**src/close_fault_guard_pkg.sv**
```systemverilog
// Purpose: Constants, register map and types of the close fault guard
// Assumes: 200 MHz sys_clk, 32-bit classic Wishbone register access
// Notes: Times are in milliseconds
package close_fault_guard_pkg;
    // ****************************************************************
    // Clocking and times
    // ****************************************************************
    localparam int CLK_PERIOD_NS = 5;
    localparam int MS_PERIOD_NS = 1000000;
    localparam int CYC_PER_MS = MS_PERIOD_NS / CLK_PERIOD_NS;
    localparam int TW = 21;
    localparam logic [TW-1:0] RELEASE_DEF_MS = 21'h0003e8;
    localparam logic [TW-1:0] RELEASE_MAX_MS = 21'h1b7740;
    localparam int GROUPS = 8;
    localparam int RECORDS = 12;

    // ****************************************************************
    // Register byte offsets
    // ****************************************************************
    localparam logic [7:0] REG_CTRL = 8'h00;
    localparam logic [7:0] REG_STATUS = 8'h04;
    localparam logic [7:0] REG_IRQ_STAT = 8'h08;
    localparam logic [7:0] REG_IRQ_MASK = 8'h0c;
    localparam logic [7:0] REG_TIME = 8'h10;
    localparam logic [7:0] REG_CNT_CLR = 8'h14;
    localparam logic [7:0] REG_CNT_LO = 8'h18;
    localparam logic [7:0] REG_CNT_HI = 8'h1c;
    localparam logic [7:0] REG_REC_SEL = 8'h20;
    localparam logic [7:0] REG_REC_NUM = 8'h24;
    localparam logic [7:0] REG_REC_STAMP = 8'h28;
    localparam logic [7:0] REG_REC_INFO = 8'h2c;
    localparam logic [7:0] REG_REC_REMAIN = 8'h30;
    localparam logic [7:0] REG_REC_ACTIVE = 8'h34;
    localparam logic [7:0] REG_REMAIN = 8'h38;
    localparam logic [7:0] REG_RELEASE = 8'h40;

    // ****************************************************************
    // Control field positions and reset values
    // ****************************************************************
    localparam int CTRL_MODE = 0;
    localparam int CTRL_ALLOW = 3;
    localparam int CTRL_FORCE_EN = 4;
    localparam int CTRL_FORCE = 5;
    localparam int CTRL_EVT_SEL = 7;
    localparam logic [1:0] EVT_SEL_DEF = 2'h3;
    localparam int ST_MODE = 3;
    localparam int ST_WIN = 6;
    localparam int ST_TRIP = 7;
    localparam int ST_SG = 8;
    localparam int INFO_SG = 4;

    // Event bit positions, also irq and counter order
    localparam int EV_INIT = 0;
    localparam int EV_BLOCK = 1;
    localparam int EV_ACTIVE = 2;
    localparam int EV_TRIP = 3;

    typedef enum logic [2:0] {
        MODE_ON = 3'b000,
        MODE_BLOCKED = 3'b001,
        MODE_TEST = 3'b010,
        MODE_TEST_BLOCKED = 3'b011,
        MODE_OFF = 3'b100
    } block_operating_mode_t;

    typedef enum logic [1:0] {
        FORCE_NORMAL = 2'b00,
        FORCE_BLOCKED = 2'b01,
        FORCE_ACTIVE = 2'b10,
        FORCE_TRIP = 2'b11
    } force_status_t;

    typedef enum logic [2:0] {
        COND_NORMAL = 3'b000,
        COND_INIT = 3'b001,
        COND_ACTIVE = 3'b010,
        COND_TRIP = 3'b011,
        COND_BLOCKED = 3'b100
    } condition_t;

    typedef struct packed {
        logic [31:0] stamp;
        logic [2:0] event_code;
        logic [2:0] group;
        logic [TW-1:0] remain;
        logic [TW-1:0] active;
    } record_t;
endpackage : close_fault_guard_pkg

```
**src/close_fault_guard.sv**
```systemverilog
// Purpose: Switch-onto-fault guard with modes, events, counters and record log
// Assumes: Inputs synchronous to sys_clk; Wishbone slave
// Notes: Trip follows func_in combinationally in the window, except in the two test modes; forced status overrides it
//
// The implementer's own choices: the register offsets and register access over Wishbone.
`timescale 1ns/10ps

// Notes on behaviour
// Arm only on rising edge of arm input
// Trip at once on function input in window
// Release time in ms, max 1800 s, default 1 s
// Block input stops start, reports blocked
// Setting group change alters running release time
// Five operating modes, settable only when allowed
// Forced status normal/blocked/active/trip when enabled
// Condition: normal, init, active, trip, blocked
// Stamped ON/OFF events, ON/OFF/both selectable
// Resettable counters for init, block, active, trip
// Twelve newest records, oldest overwritten first
// Record: stamp, event, group, remaining, active time
// New rising edge restarts full release time
module close_fault_guard
    import close_fault_guard_pkg::*;
#(
    parameter int FUNC_WIDTH = 8,
    parameter int CYCLES_PER_MS = CYC_PER_MS
) (
    input wire logic sys_clk, // System clock, 200 MHz
    input wire logic reset_n, // Async reset, active low
    input wire logic [7:0] wb_adr, // Wishbone byte address
    input wire logic wb_cyc, // Wishbone cycle
    input wire logic wb_stb, // Wishbone strobe
    input wire logic wb_we, // Wishbone write enable
    input wire logic [3:0] wb_sel, // Wishbone byte lanes
    input wire logic [31:0] wb_wdat, // Wishbone write data
    output logic [31:0] wb_rdat, // Wishbone read data
    output logic wb_ack, // Wishbone acknowledge
    input wire logic arm_in, // Arming input
    input wire logic block_in, // Block input
    input wire logic [FUNC_WIDTH-1:0] func_in, // Stage starts
    input wire logic [2:0] setting_group, // Active setting group, 0 = group 1
    output logic guard_trip, // Instant trip output
    output logic guard_window, // Release window running
    output logic [2:0] condition, // Condition status code
    output logic [3:0] evt_on, // ON event pulses: init, block, active, trip
    output logic [3:0] evt_off, // OFF event pulses, same order
    output logic [31:0] evt_stamp, // Stamp of event pulses, ms
    output logic irq // Level interrupt
);
    // ****************************************************************
    // Parameter checks
    // ****************************************************************
    generate
        if (FUNC_WIDTH < 1 || FUNC_WIDTH > 32)
        begin : g_bad_width
            $error("close_fault_guard: FUNC_WIDTH must be 1 to 32");
        end
    endgenerate

    // ****************************************************************
    // State
    // ****************************************************************
    typedef struct packed {
        logic arm_prev;
        logic win;
        logic init;
        logic [TW-1:0] elapsed;
        logic [3:0] lv;
        logic [2:0] mode;
        logic mode_allow;
        logic force_en;
        logic [1:0] force_val;
        logic [1:0] evt_sel;
        logic [GROUPS-1:0][TW-1:0] rel;
        logic [3:0] irq_stat;
        logic [3:0] irq_mask;
        logic [3:0][15:0] cnt;
        record_t [RECORDS-1:0] recs;
        logic [3:0] wptr;
        logic [3:0] rnum;
        logic [3:0] rsel;
        logic [31:0] time_ms;
        logic ack;
        logic [31:0] dat;
        logic [3:0] ev_on;
        logic [3:0] ev_off;
        logic [31:0] ev_stamp;
    } state_t;

    state_t st_r;
    state_t st_nxt;
    logic ms_tick;

    ms_tick_gen #(
        .CYCLES(CYCLES_PER_MS)
    ) u_tick (
        .sys_clk(sys_clk),
        .reset_n(reset_n),
        .tick(ms_tick)
    );

    // ****************************************************************
    // Helpers
    // ****************************************************************
    function automatic logic [31:0] wmerge(input logic [31:0] old, input logic [31:0] wd, input logic [3:0] sel);
        logic [31:0] r;
        r = old;
        for (int b = 0; b < 4; b++)
        begin
            if (sel[b])
                r[b*8 +: 8] = wd[b*8 +: 8];
        end
        return r;
    endfunction : wmerge

    // Record index age steps before newest
    function automatic logic [3:0] rec_index(input logic [3:0] wptr, input logic [3:0] age);
        logic [4:0] idx;
        idx = 5'(wptr) + 5'(RECORDS) - 5'd1 - 5'(age);
        if (idx >= 5'(RECORDS))
            idx = idx - 5'(RECORDS);
        return idx[3:0];
    endfunction : rec_index

    function automatic logic [31:0] rel_clip(input logic [31:0] v);
        return (v[TW-1:0] > RELEASE_MAX_MS || |v[31:TW]) ? 32'(RELEASE_MAX_MS) : v;
    endfunction : rel_clip

    // ****************************************************************
    // Next state
    // ****************************************************************
    logic arm_rise;
    logic mode_blk;
    logic mode_off;
    logic mode_test;
    logic start;
    logic [2:0] eff_mode;
    logic [TW-1:0] rel_cur;
    logic [TW-1:0] remain;
    logic [3:0] lv_now;
    logic [3:0] on_raw;
    logic [3:0] off_raw;
    logic [3:0] w1c;
    logic [3:0] cclr;
    logic [3:0] ridx;
    logic bus_req;
    logic [31:0] wv;
    record_t rec_new;
    record_t rec_rd;

    always_comb
    begin
        st_nxt = st_r;
        eff_mode = st_r.mode_allow ? st_r.mode : MODE_ON;
        mode_blk = (eff_mode == MODE_BLOCKED) || (eff_mode == MODE_TEST_BLOCKED);
        mode_off = (eff_mode == MODE_OFF);
        mode_test = (eff_mode == MODE_TEST) || (eff_mode == MODE_TEST_BLOCKED);
        rel_cur = st_r.rel[setting_group];
        arm_rise = arm_in && !st_r.arm_prev;
        start = arm_rise && !block_in && !mode_blk && !mode_off;
        st_nxt.arm_prev = arm_in;
        st_nxt.time_ms = st_r.time_ms + (ms_tick ? 32'd1 : 32'd0);

        // End checked against live group value
        if (mode_blk || mode_off)
        begin
            st_nxt.win = 1'b0;
            st_nxt.init = 1'b0;
            st_nxt.elapsed = '0;
        end
        else if (start)
        begin
            st_nxt.win = 1'b1;
            st_nxt.init = 1'b1;
            st_nxt.elapsed = '0;
        end
        else
        begin
            st_nxt.init = 1'b0;
            if (st_r.win && st_r.elapsed >= rel_cur)
                st_nxt.win = 1'b0;
            else if (st_r.win && ms_tick)
                st_nxt.elapsed = st_r.elapsed + TW'(1);
        end
        remain = (st_r.win && rel_cur > st_r.elapsed) ? rel_cur - st_r.elapsed : '0;

        // Levels of the four reported states
        lv_now[EV_INIT] = st_r.init;
        lv_now[EV_BLOCK] = block_in || mode_blk;
        lv_now[EV_ACTIVE] = st_r.win && !st_r.init;
        lv_now[EV_TRIP] = st_r.win && |func_in;
        if (st_r.force_en)
        begin
            lv_now = '0;
            case (st_r.force_val)
                FORCE_BLOCKED: lv_now[EV_BLOCK] = 1'b1;
                FORCE_ACTIVE: lv_now[EV_ACTIVE] = 1'b1;
                FORCE_TRIP: lv_now[EV_TRIP] = 1'b1;
                default: lv_now = '0;
            endcase
        end
        if (mode_off)
            lv_now = '0;
        st_nxt.lv = lv_now;
        on_raw = lv_now & ~st_r.lv;
        off_raw = st_r.lv & ~lv_now;
        st_nxt.ev_on = on_raw & {4{st_r.evt_sel[0]}};
        st_nxt.ev_off = off_raw & {4{st_r.evt_sel[1]}};
        if (|(on_raw | off_raw))
            st_nxt.ev_stamp = st_r.time_ms;

        // Record on block, active or trip ON edges, highest state wins
        rec_new.stamp = st_r.time_ms;
        rec_new.event_code = on_raw[EV_TRIP] ? COND_TRIP : on_raw[EV_ACTIVE] ? COND_ACTIVE : COND_BLOCKED;
        rec_new.group = setting_group;
        rec_new.remain = remain;
        rec_new.active = st_r.elapsed;
        if (|on_raw[EV_TRIP:EV_BLOCK])
        begin
            st_nxt.recs[st_r.wptr] = rec_new;
            st_nxt.wptr = (st_r.wptr == 4'(RECORDS - 1)) ? 4'd0 : st_r.wptr + 4'd1;
            if (st_r.rnum != 4'(RECORDS))
                st_nxt.rnum = st_r.rnum + 4'd1;
        end

        // One wait state; ack is a one-cycle pulse
        bus_req = wb_cyc && wb_stb && !st_r.ack;
        st_nxt.ack = bus_req;
        w1c = '0;
        cclr = '0;
        wv = '0;
        ridx = rec_index(st_r.wptr, st_r.rsel);
        rec_rd = st_r.recs[ridx];
        if (bus_req && wb_we)
        begin
            case (wb_adr)
                REG_CTRL:
                begin
                    wv = wmerge({23'h0, st_r.evt_sel, st_r.force_val, st_r.force_en, st_r.mode_allow,
                        st_r.mode}, wb_wdat, wb_sel);
                    st_nxt.mode_allow = wv[CTRL_ALLOW];
                    if (st_r.mode_allow && wv[CTRL_MODE +: 3] <= MODE_OFF)
                        st_nxt.mode = wv[CTRL_MODE +: 3];
                    st_nxt.force_en = wv[CTRL_FORCE_EN];
                    st_nxt.force_val = wv[CTRL_FORCE +: 2];
                    st_nxt.evt_sel = wv[CTRL_EVT_SEL +: 2];
                end
                REG_IRQ_STAT: w1c = wb_sel[0] ? wb_wdat[3:0] : 4'h0;
                REG_IRQ_MASK: if (wb_sel[0]) st_nxt.irq_mask = wb_wdat[3:0];
                REG_CNT_CLR: cclr = wb_sel[0] ? wb_wdat[3:0] : 4'h0;
                REG_REC_SEL: if (wb_sel[0] && wb_wdat[3:0] < 4'(RECORDS)) st_nxt.rsel = wb_wdat[3:0];
                default:
                begin
                    if (wb_adr[7:5] == REG_RELEASE[7:5])
                    begin
                        wv = rel_clip(wmerge(32'(st_r.rel[wb_adr[4:2]]), wb_wdat, wb_sel));
                        st_nxt.rel[wb_adr[4:2]] = wv[TW-1:0];
                    end
                end
            endcase
        end
        if (bus_req && !wb_we)
        begin
            case (wb_adr)
                REG_CTRL: st_nxt.dat = {23'h0, st_r.evt_sel, st_r.force_val, st_r.force_en,
                    st_r.mode_allow, st_r.mode};
                REG_STATUS: st_nxt.dat = {21'h0, setting_group, lv_now[EV_TRIP] && !mode_test, st_r.win,
                    eff_mode, condition};
                REG_IRQ_STAT: st_nxt.dat = {28'h0, st_r.irq_stat};
                REG_IRQ_MASK: st_nxt.dat = {28'h0, st_r.irq_mask};
                REG_TIME: st_nxt.dat = st_r.time_ms;
                REG_CNT_LO: st_nxt.dat = {st_r.cnt[EV_BLOCK], st_r.cnt[EV_INIT]};
                REG_CNT_HI: st_nxt.dat = {st_r.cnt[EV_TRIP], st_r.cnt[EV_ACTIVE]};
                REG_REC_SEL: st_nxt.dat = {28'h0, st_r.rsel};
                REG_REC_NUM: st_nxt.dat = {28'h0, st_r.rnum};
                REG_REC_STAMP: st_nxt.dat = rec_rd.stamp;
                REG_REC_INFO: st_nxt.dat = {25'h0, rec_rd.group, 1'b0, rec_rd.event_code};
                REG_REC_REMAIN: st_nxt.dat = 32'(rec_rd.remain);
                REG_REC_ACTIVE: st_nxt.dat = 32'(rec_rd.active);
                REG_REMAIN: st_nxt.dat = 32'(remain);
                default:
                    st_nxt.dat = (wb_adr[7:5] == REG_RELEASE[7:5]) ? 32'(st_r.rel[wb_adr[4:2]]) : '0;
            endcase
        end

        // A new event wins over a clear
        st_nxt.irq_stat = (st_r.irq_stat & ~w1c) | on_raw;
        for (int i = 0; i < 4; i++)
        begin
            if (cclr[i])
                st_nxt.cnt[i] = on_raw[i] ? 16'h0001 : 16'h0000;
            else if (on_raw[i])
                st_nxt.cnt[i] = st_r.cnt[i] + 16'h0001;
        end
    end

    always_ff @(posedge sys_clk or negedge reset_n)
    begin
        if (!reset_n)
        begin
            st_r <= '0;
            st_r.rel <= {GROUPS{RELEASE_DEF_MS}};
            st_r.evt_sel <= EVT_SEL_DEF;
        end
        else
        begin
            st_r <= st_nxt;
        end
    end

    // ****************************************************************
    // Outputs
    // ****************************************************************
    always_comb
    begin
        if (st_r.lv[EV_TRIP])
            condition = COND_TRIP;
        else if (st_r.lv[EV_ACTIVE])
            condition = COND_ACTIVE;
        else if (st_r.lv[EV_INIT])
            condition = COND_INIT;
        else if (st_r.lv[EV_BLOCK])
            condition = COND_BLOCKED;
        else
            condition = COND_NORMAL;
    end

    // Test modes report trip but keep contact open
    assign guard_trip = lv_now[EV_TRIP] && !mode_test;
    assign guard_window = st_r.win;
    assign evt_on = st_r.ev_on;
    assign evt_off = st_r.ev_off;
    assign evt_stamp = st_r.ev_stamp;
    assign irq = |(st_r.irq_stat & st_r.irq_mask);
    assign wb_ack = st_r.ack;
    assign wb_rdat = st_r.dat;
endmodule : close_fault_guard

```
**src/ms_tick_gen.sv**
```systemverilog
// Purpose: One-cycle enable pulse once per millisecond
// Assumes: Single sys_clk domain
// Notes: Period is a parameter so simulation can shorten it
`timescale 1ns/10ps
module ms_tick_gen #(
    parameter int CYCLES = 200000
) (
    input wire logic sys_clk, // System clock
    input wire logic reset_n, // Async reset, active low
    output logic tick // Millisecond enable pulse
);
    // ****************************************************************
    // Divider
    // ****************************************************************
    localparam int CW = $clog2(CYCLES + 1);
    localparam logic [CW-1:0] LAST = CW'(CYCLES - 1);

    generate
        if (CYCLES < 1)
        begin : g_bad
            $error("ms_tick_gen: CYCLES must be at least one");
        end
    endgenerate

    logic [CW-1:0] cnt_r;

    always_ff @(posedge sys_clk or negedge reset_n)
    begin
        if (!reset_n)
        begin
            cnt_r <= '0;
            tick <= 1'b0;
        end
        else
        begin
            tick <= (cnt_r == LAST);
            cnt_r <= (cnt_r == LAST) ? '0 : cnt_r + CW'(1);
        end
    end
endmodule : ms_tick_gen

```
**config.mk**
```make
export PLATFORM = sky130hd
export DESIGN_NAME = close_fault_guard
export DESIGN_NICKNAME = d
export VERILOG_FILES = /design/src/close_fault_guard_pkg.sv /design/src/close_fault_guard.sv /design/src/ms_tick_gen.sv
export SDC_FILE = /design/constraint.sdc
export NUM_CORES = 2
export LEC_CHECK = 0
export ABC_AREA = 1
export ABC_CLOCK_PERIOD_IN_PS = 9900
export BUFFER_PORTS_ARGS = -buffer_cell sky130_fd_sc_hd__buf_4
export CELL_PAD_IN_SITES_DETAIL_PLACEMENT = 2
export CELL_PAD_IN_SITES_GLOBAL_PLACEMENT = 2
export CORE_MARGIN = 1.5
export CORE_UTILIZATION = 41
export CTS_CLUSTER_DIAMETER = 40
export CTS_CLUSTER_SIZE = 25
export DETAILED_ROUTE_END_ITERATION = 6
export PLACE_DENSITY_LB_ADDON = 0.1
export SYNTH_ARGS = -nofsm -noshare
export SYNTH_HDL_FRONTEND = slang
export SYNTH_SLANG_ARGS = --single-unit
export TNS_END_PERCENT = 30
```
**constraint.sdc**
```tcl
create_clock -name sys_clk -period 9.9 [get_ports sys_clk]
set_input_delay 2.475 -clock sys_clk [delete_from_list [all_inputs] [get_ports sys_clk]]
set_output_delay 2.475 -clock sys_clk [all_outputs]
set_load 0.03 [all_outputs]
```
==> reports/qor.csv <==
metric,value,unit
status,completed,
Post-Syn Area,68110,µm²
Fill cells,18127,
Top Ports,141,
Seq pwr share,27.9,%
prevailing post-synth register cell,dfrtp_1,
Rel. slew slack,15.15,%
Post-synth EDFFs,0,
Vias,67697,
final hold violations,0,
die area,168600,µm²
Total Nets Final,8773,
# hold bufs at CTS,0,
Worst Setup SP,setting_group[0],
leakage,0.03652,µW
logic gate share of total power,30.8,%
Critical Path Fanout Max,55,
H-tree levels,4,
share of layout cells above drive strength 1,9.385,%
Die W,410.6,µm
max-cap viol count,0,
clk buf depth,3,
Mapped Cells,8813,
total grt overflow,0,
first-pass GRT wire length,495100,µm
core area,165000,µm²
sw frac,39.30,%
row cnt,149,
Syn Nets,8928,
Post-CTS Resized,0,
crit path to,rec_new[10],
FF+latch area,34420,µm²
routed length per instance,30.00,µm
DRC viols,0,
Critical R2R Launch,st_r[106],
worst skew pair latency,0.93,ns
HP Class,reg2reg,
clock-pin slew on the worst setup and hold paths,0.05,ns
Startpoint Class,primary input,
Multi-input gate area,28100,µm²
flop2flop setup slack,3.78,ns
CP Capture Type,flip-flop,
dpl hpwl,198500,µm
initial antenna violation count,36,
Starting Density,41.28,%
CTS tree,yes,
Max IR drop VDD,261.5,µV
routability cong.,0.8963,
RSZ-0062 raised after global routing,no,
Area Overhead vs Synth,16.11,%
Synth Register Bits,1373,
die span in y,410.6,µm
crit share post-route,69.91,%
Critical Path AT,7.72,ns
TritonRoute pass-1 iters,5,
minimum clock period,6.921,ns
pwr/cell area,272.7,nW/µm²
setup TNS,0,ns
Routed Antenna Nets,0,
vias in the first global route,74400,
Worst Path Required,10.70,ns
Num CTS Buffers,238,
Max Freq,144.5,MHz
Syn Area/Cell,7.728,µm²
Port Buffers,140,
Routed WL,331800,µm
largest net degree at the start of global routing,172,
Post-synth ARST share,100.0,%
clock root cell,clkbuf_16,
vias per inst,6.121,
R2R depth,16,
gr usage total,39.10,%
Setup Crit Path Kind,in2reg,
"commonest non-fill, non-tap cell in the layout",nand2_1,
skew final,0.05955,ns
Clk pwr share,41.3,%
"Setup Fix Bufs, Post-CTS",0,
r2r endpoint,wb_rdat[21],
initial drt markers,5808,
final core occ,47.93,%
Slew Limit Fails,0,
internal power,13090,µW
Sw Pwr,8474,µW
Synth cell types,53,
CTS Sinks,1373,
Synth Warn #,0,
sequential share of the synthesized area,50.54,%
"commonest cells after routing, fill and taps aside","2541 x nand2_1, 1501 x o21ai_0, 1323 x dfrtp_1",
final setup fails,0,
worst slew pin tran,1.268,ns
-- stage by stage --
| stage | area (µm²) | cells | hold slack [ns] | total power [µW] | worst slack, ns |
|---|---|---|---|---|---|
| CTS | 79070 | 11054 | 0.4680 | 21450 | 3.096 |
| global route | 79070 | 11054 | 0.4844 | 22220 | 2.582 |
| detailed placement | 70440 | 10607 | 0.4598 | 12320 | 2.227 |
| global placement | 70440 | 10607 | 0.4554 | 12130 | 2.478 |
| finish | 79080 | 11059 | 0.4681 | 21570 | 2.979 |
| floorplan | 68110 | 8813 | 0.4185 | 9783 | 4.151 |
-- power groups by stage --
stage / combinational (µW) / sequential (µW) / clock (µW)
3_5_place_dp: 6220 / 6090 / 0
6_report: 6640 / 6010 / 8910
5_1_grt: 7000 / 6030 / 9190
3_3_place_gp: 6050 / 6080 / 0
2_1_floorplan: 3750 / 6030 / 0
4_1_cts: 6480 / 6010 / 8960
-- how the worst min path moves through the flow --
| stage | cells past startpoint | slack, ns | from | to |
|---|---|---|---|---|
| finish | 2 | 0.47 | st_r[1200] | st_r[1200] |
| global route | 2 | 0.48 | st_r[1200] | st_r[1200] |
| CTS | 2 | 0.47 | st_r[1200] | st_r[1200] |
| detailed placement | 2 | 0.46 | st_r[1197] | st_r[1197] |
| global placement | 2 | 0.46 | st_r[953] | st_r[953] |
| floorplan | 1 | 0.42 | st_r[1353] | st_r[1351] |
-- registers in the layout, summed over array words and instances (netlist names) --
| register | flops |
|---|---|
| guard_window | 1 |
| u_tick.cnt_r | 18 |
| st_r | 1227 |
| evt_off | 4 |
| rec_new | 53 |
| wb_ack | 1 |
| u_tick.tick | 1 |
| evt_stamp | 32 |
| wb_rdat | 32 |
| evt_on | 4 |
-- per-layer routing --
| metal | part of all wire [%] | routed length [µm] | GRT usage [%] |
|---|---|---|---|
| met4 | 4.6 | 15270 | 17.92 |
| met1 | 41 | 137700 | 50.27 |
| met3 | 7.4 | 24520 | 8.961 |
| met2 | 46 | 154100 | 62.67 |
| met5 | 0.062 | 207 | 0 |
-- synth_stat cells (all sizes together), types with 2 or more instances --
library cell | number | area, µm²
dfstp | 50 | 1314
nor3 | 86 | 435.4
clkbuf | 540 | 2028
a22oi | 34 | 255.2
o21a | 4 | 30.03
o31ai | 4 | 30.03
a22o | 2 | 17.52
o211ai | 42 | 315.3
a21boi | 7 | 56.30
o22ai | 72 | 450.4
a211oi | 3 | 22.52
o221ai | 20 | 175.2
nand2 | 2549 | 9573
dfrtp | 1323 | 33110
xnor2 | 11 | 96.34
nand3b | 8 | 60.06
o2111ai | 8 | 70.07
nand3 | 299 | 1506
and2 | 3 | 18.77
nor2 | 450 | 1702
nor4 | 20 | 125.1
a21oi | 524 | 2623
o21bai | 18 | 135.1
clkinv | 15 | 56.30
o32ai | 3 | 26.28
a21o | 2 | 15.01
and3 | 6 | 37.54
nor3b | 5 | 37.54
o21ai | 1501 | 7512
a221oi | 13 | 113.9
ha | 51 | 638.1
a31oi | 23 | 143.9
buf | 139 | 899.6
nand4 | 137 | 857.1
a32o | 19 | 190.2
or2 | 9 | 56.30
inv | 752 | 2823
xor2 | 56 | 490.5
fa | 2 | 40.04
-- critical path, stage by stage --
cell and delay [ns]:
buf_4 0.12, inv_2 0.73, buf_4 0.48, nand2_1 0.10
o21ai_0 0.10, a221oi_1 0.10, a31oi_1 0.39, ha_1 0.37
nand2_1 0.14, nor2_1 0.08, and2_1 0.18, a21oi_1 0.23
nand2_1 0.42, nor2_1 0.89, nand2_1 0.28, nor2_1 0.27
nand2_1 0.12, o21a_1 0.19
-- logic make-up after synthesis --
logic type | Yosys count | share of synthesized area, %
AOI/OAI and AO/OA | 2301 | 17.91
and+or+nand+nor | 3573 | 21.17
adders and majority gates | 53 | 0.9957
buffers and inverters | 1446 | 8.526
xor gates and xnor gates | 67 | 0.8616
DFF | 1373 | 50.54
-- area by class of cell --
| cell class | count | area share (%) |
|---|---|---|
| clock buffer | 305 | 8.409 |
| tap | 2189 | 3.463 |
| sequential | 1373 | 43.53 |
| antenna | 5 | 0.01582 |
| timing repair buffer | 284 | 2.864 |
| clock inverter | 142 | 2.500 |
| inverter | 767 | 3.686 |
| multi-input combinational | 5994 | 35.54 |
Power figures use the tool's default switching activity.
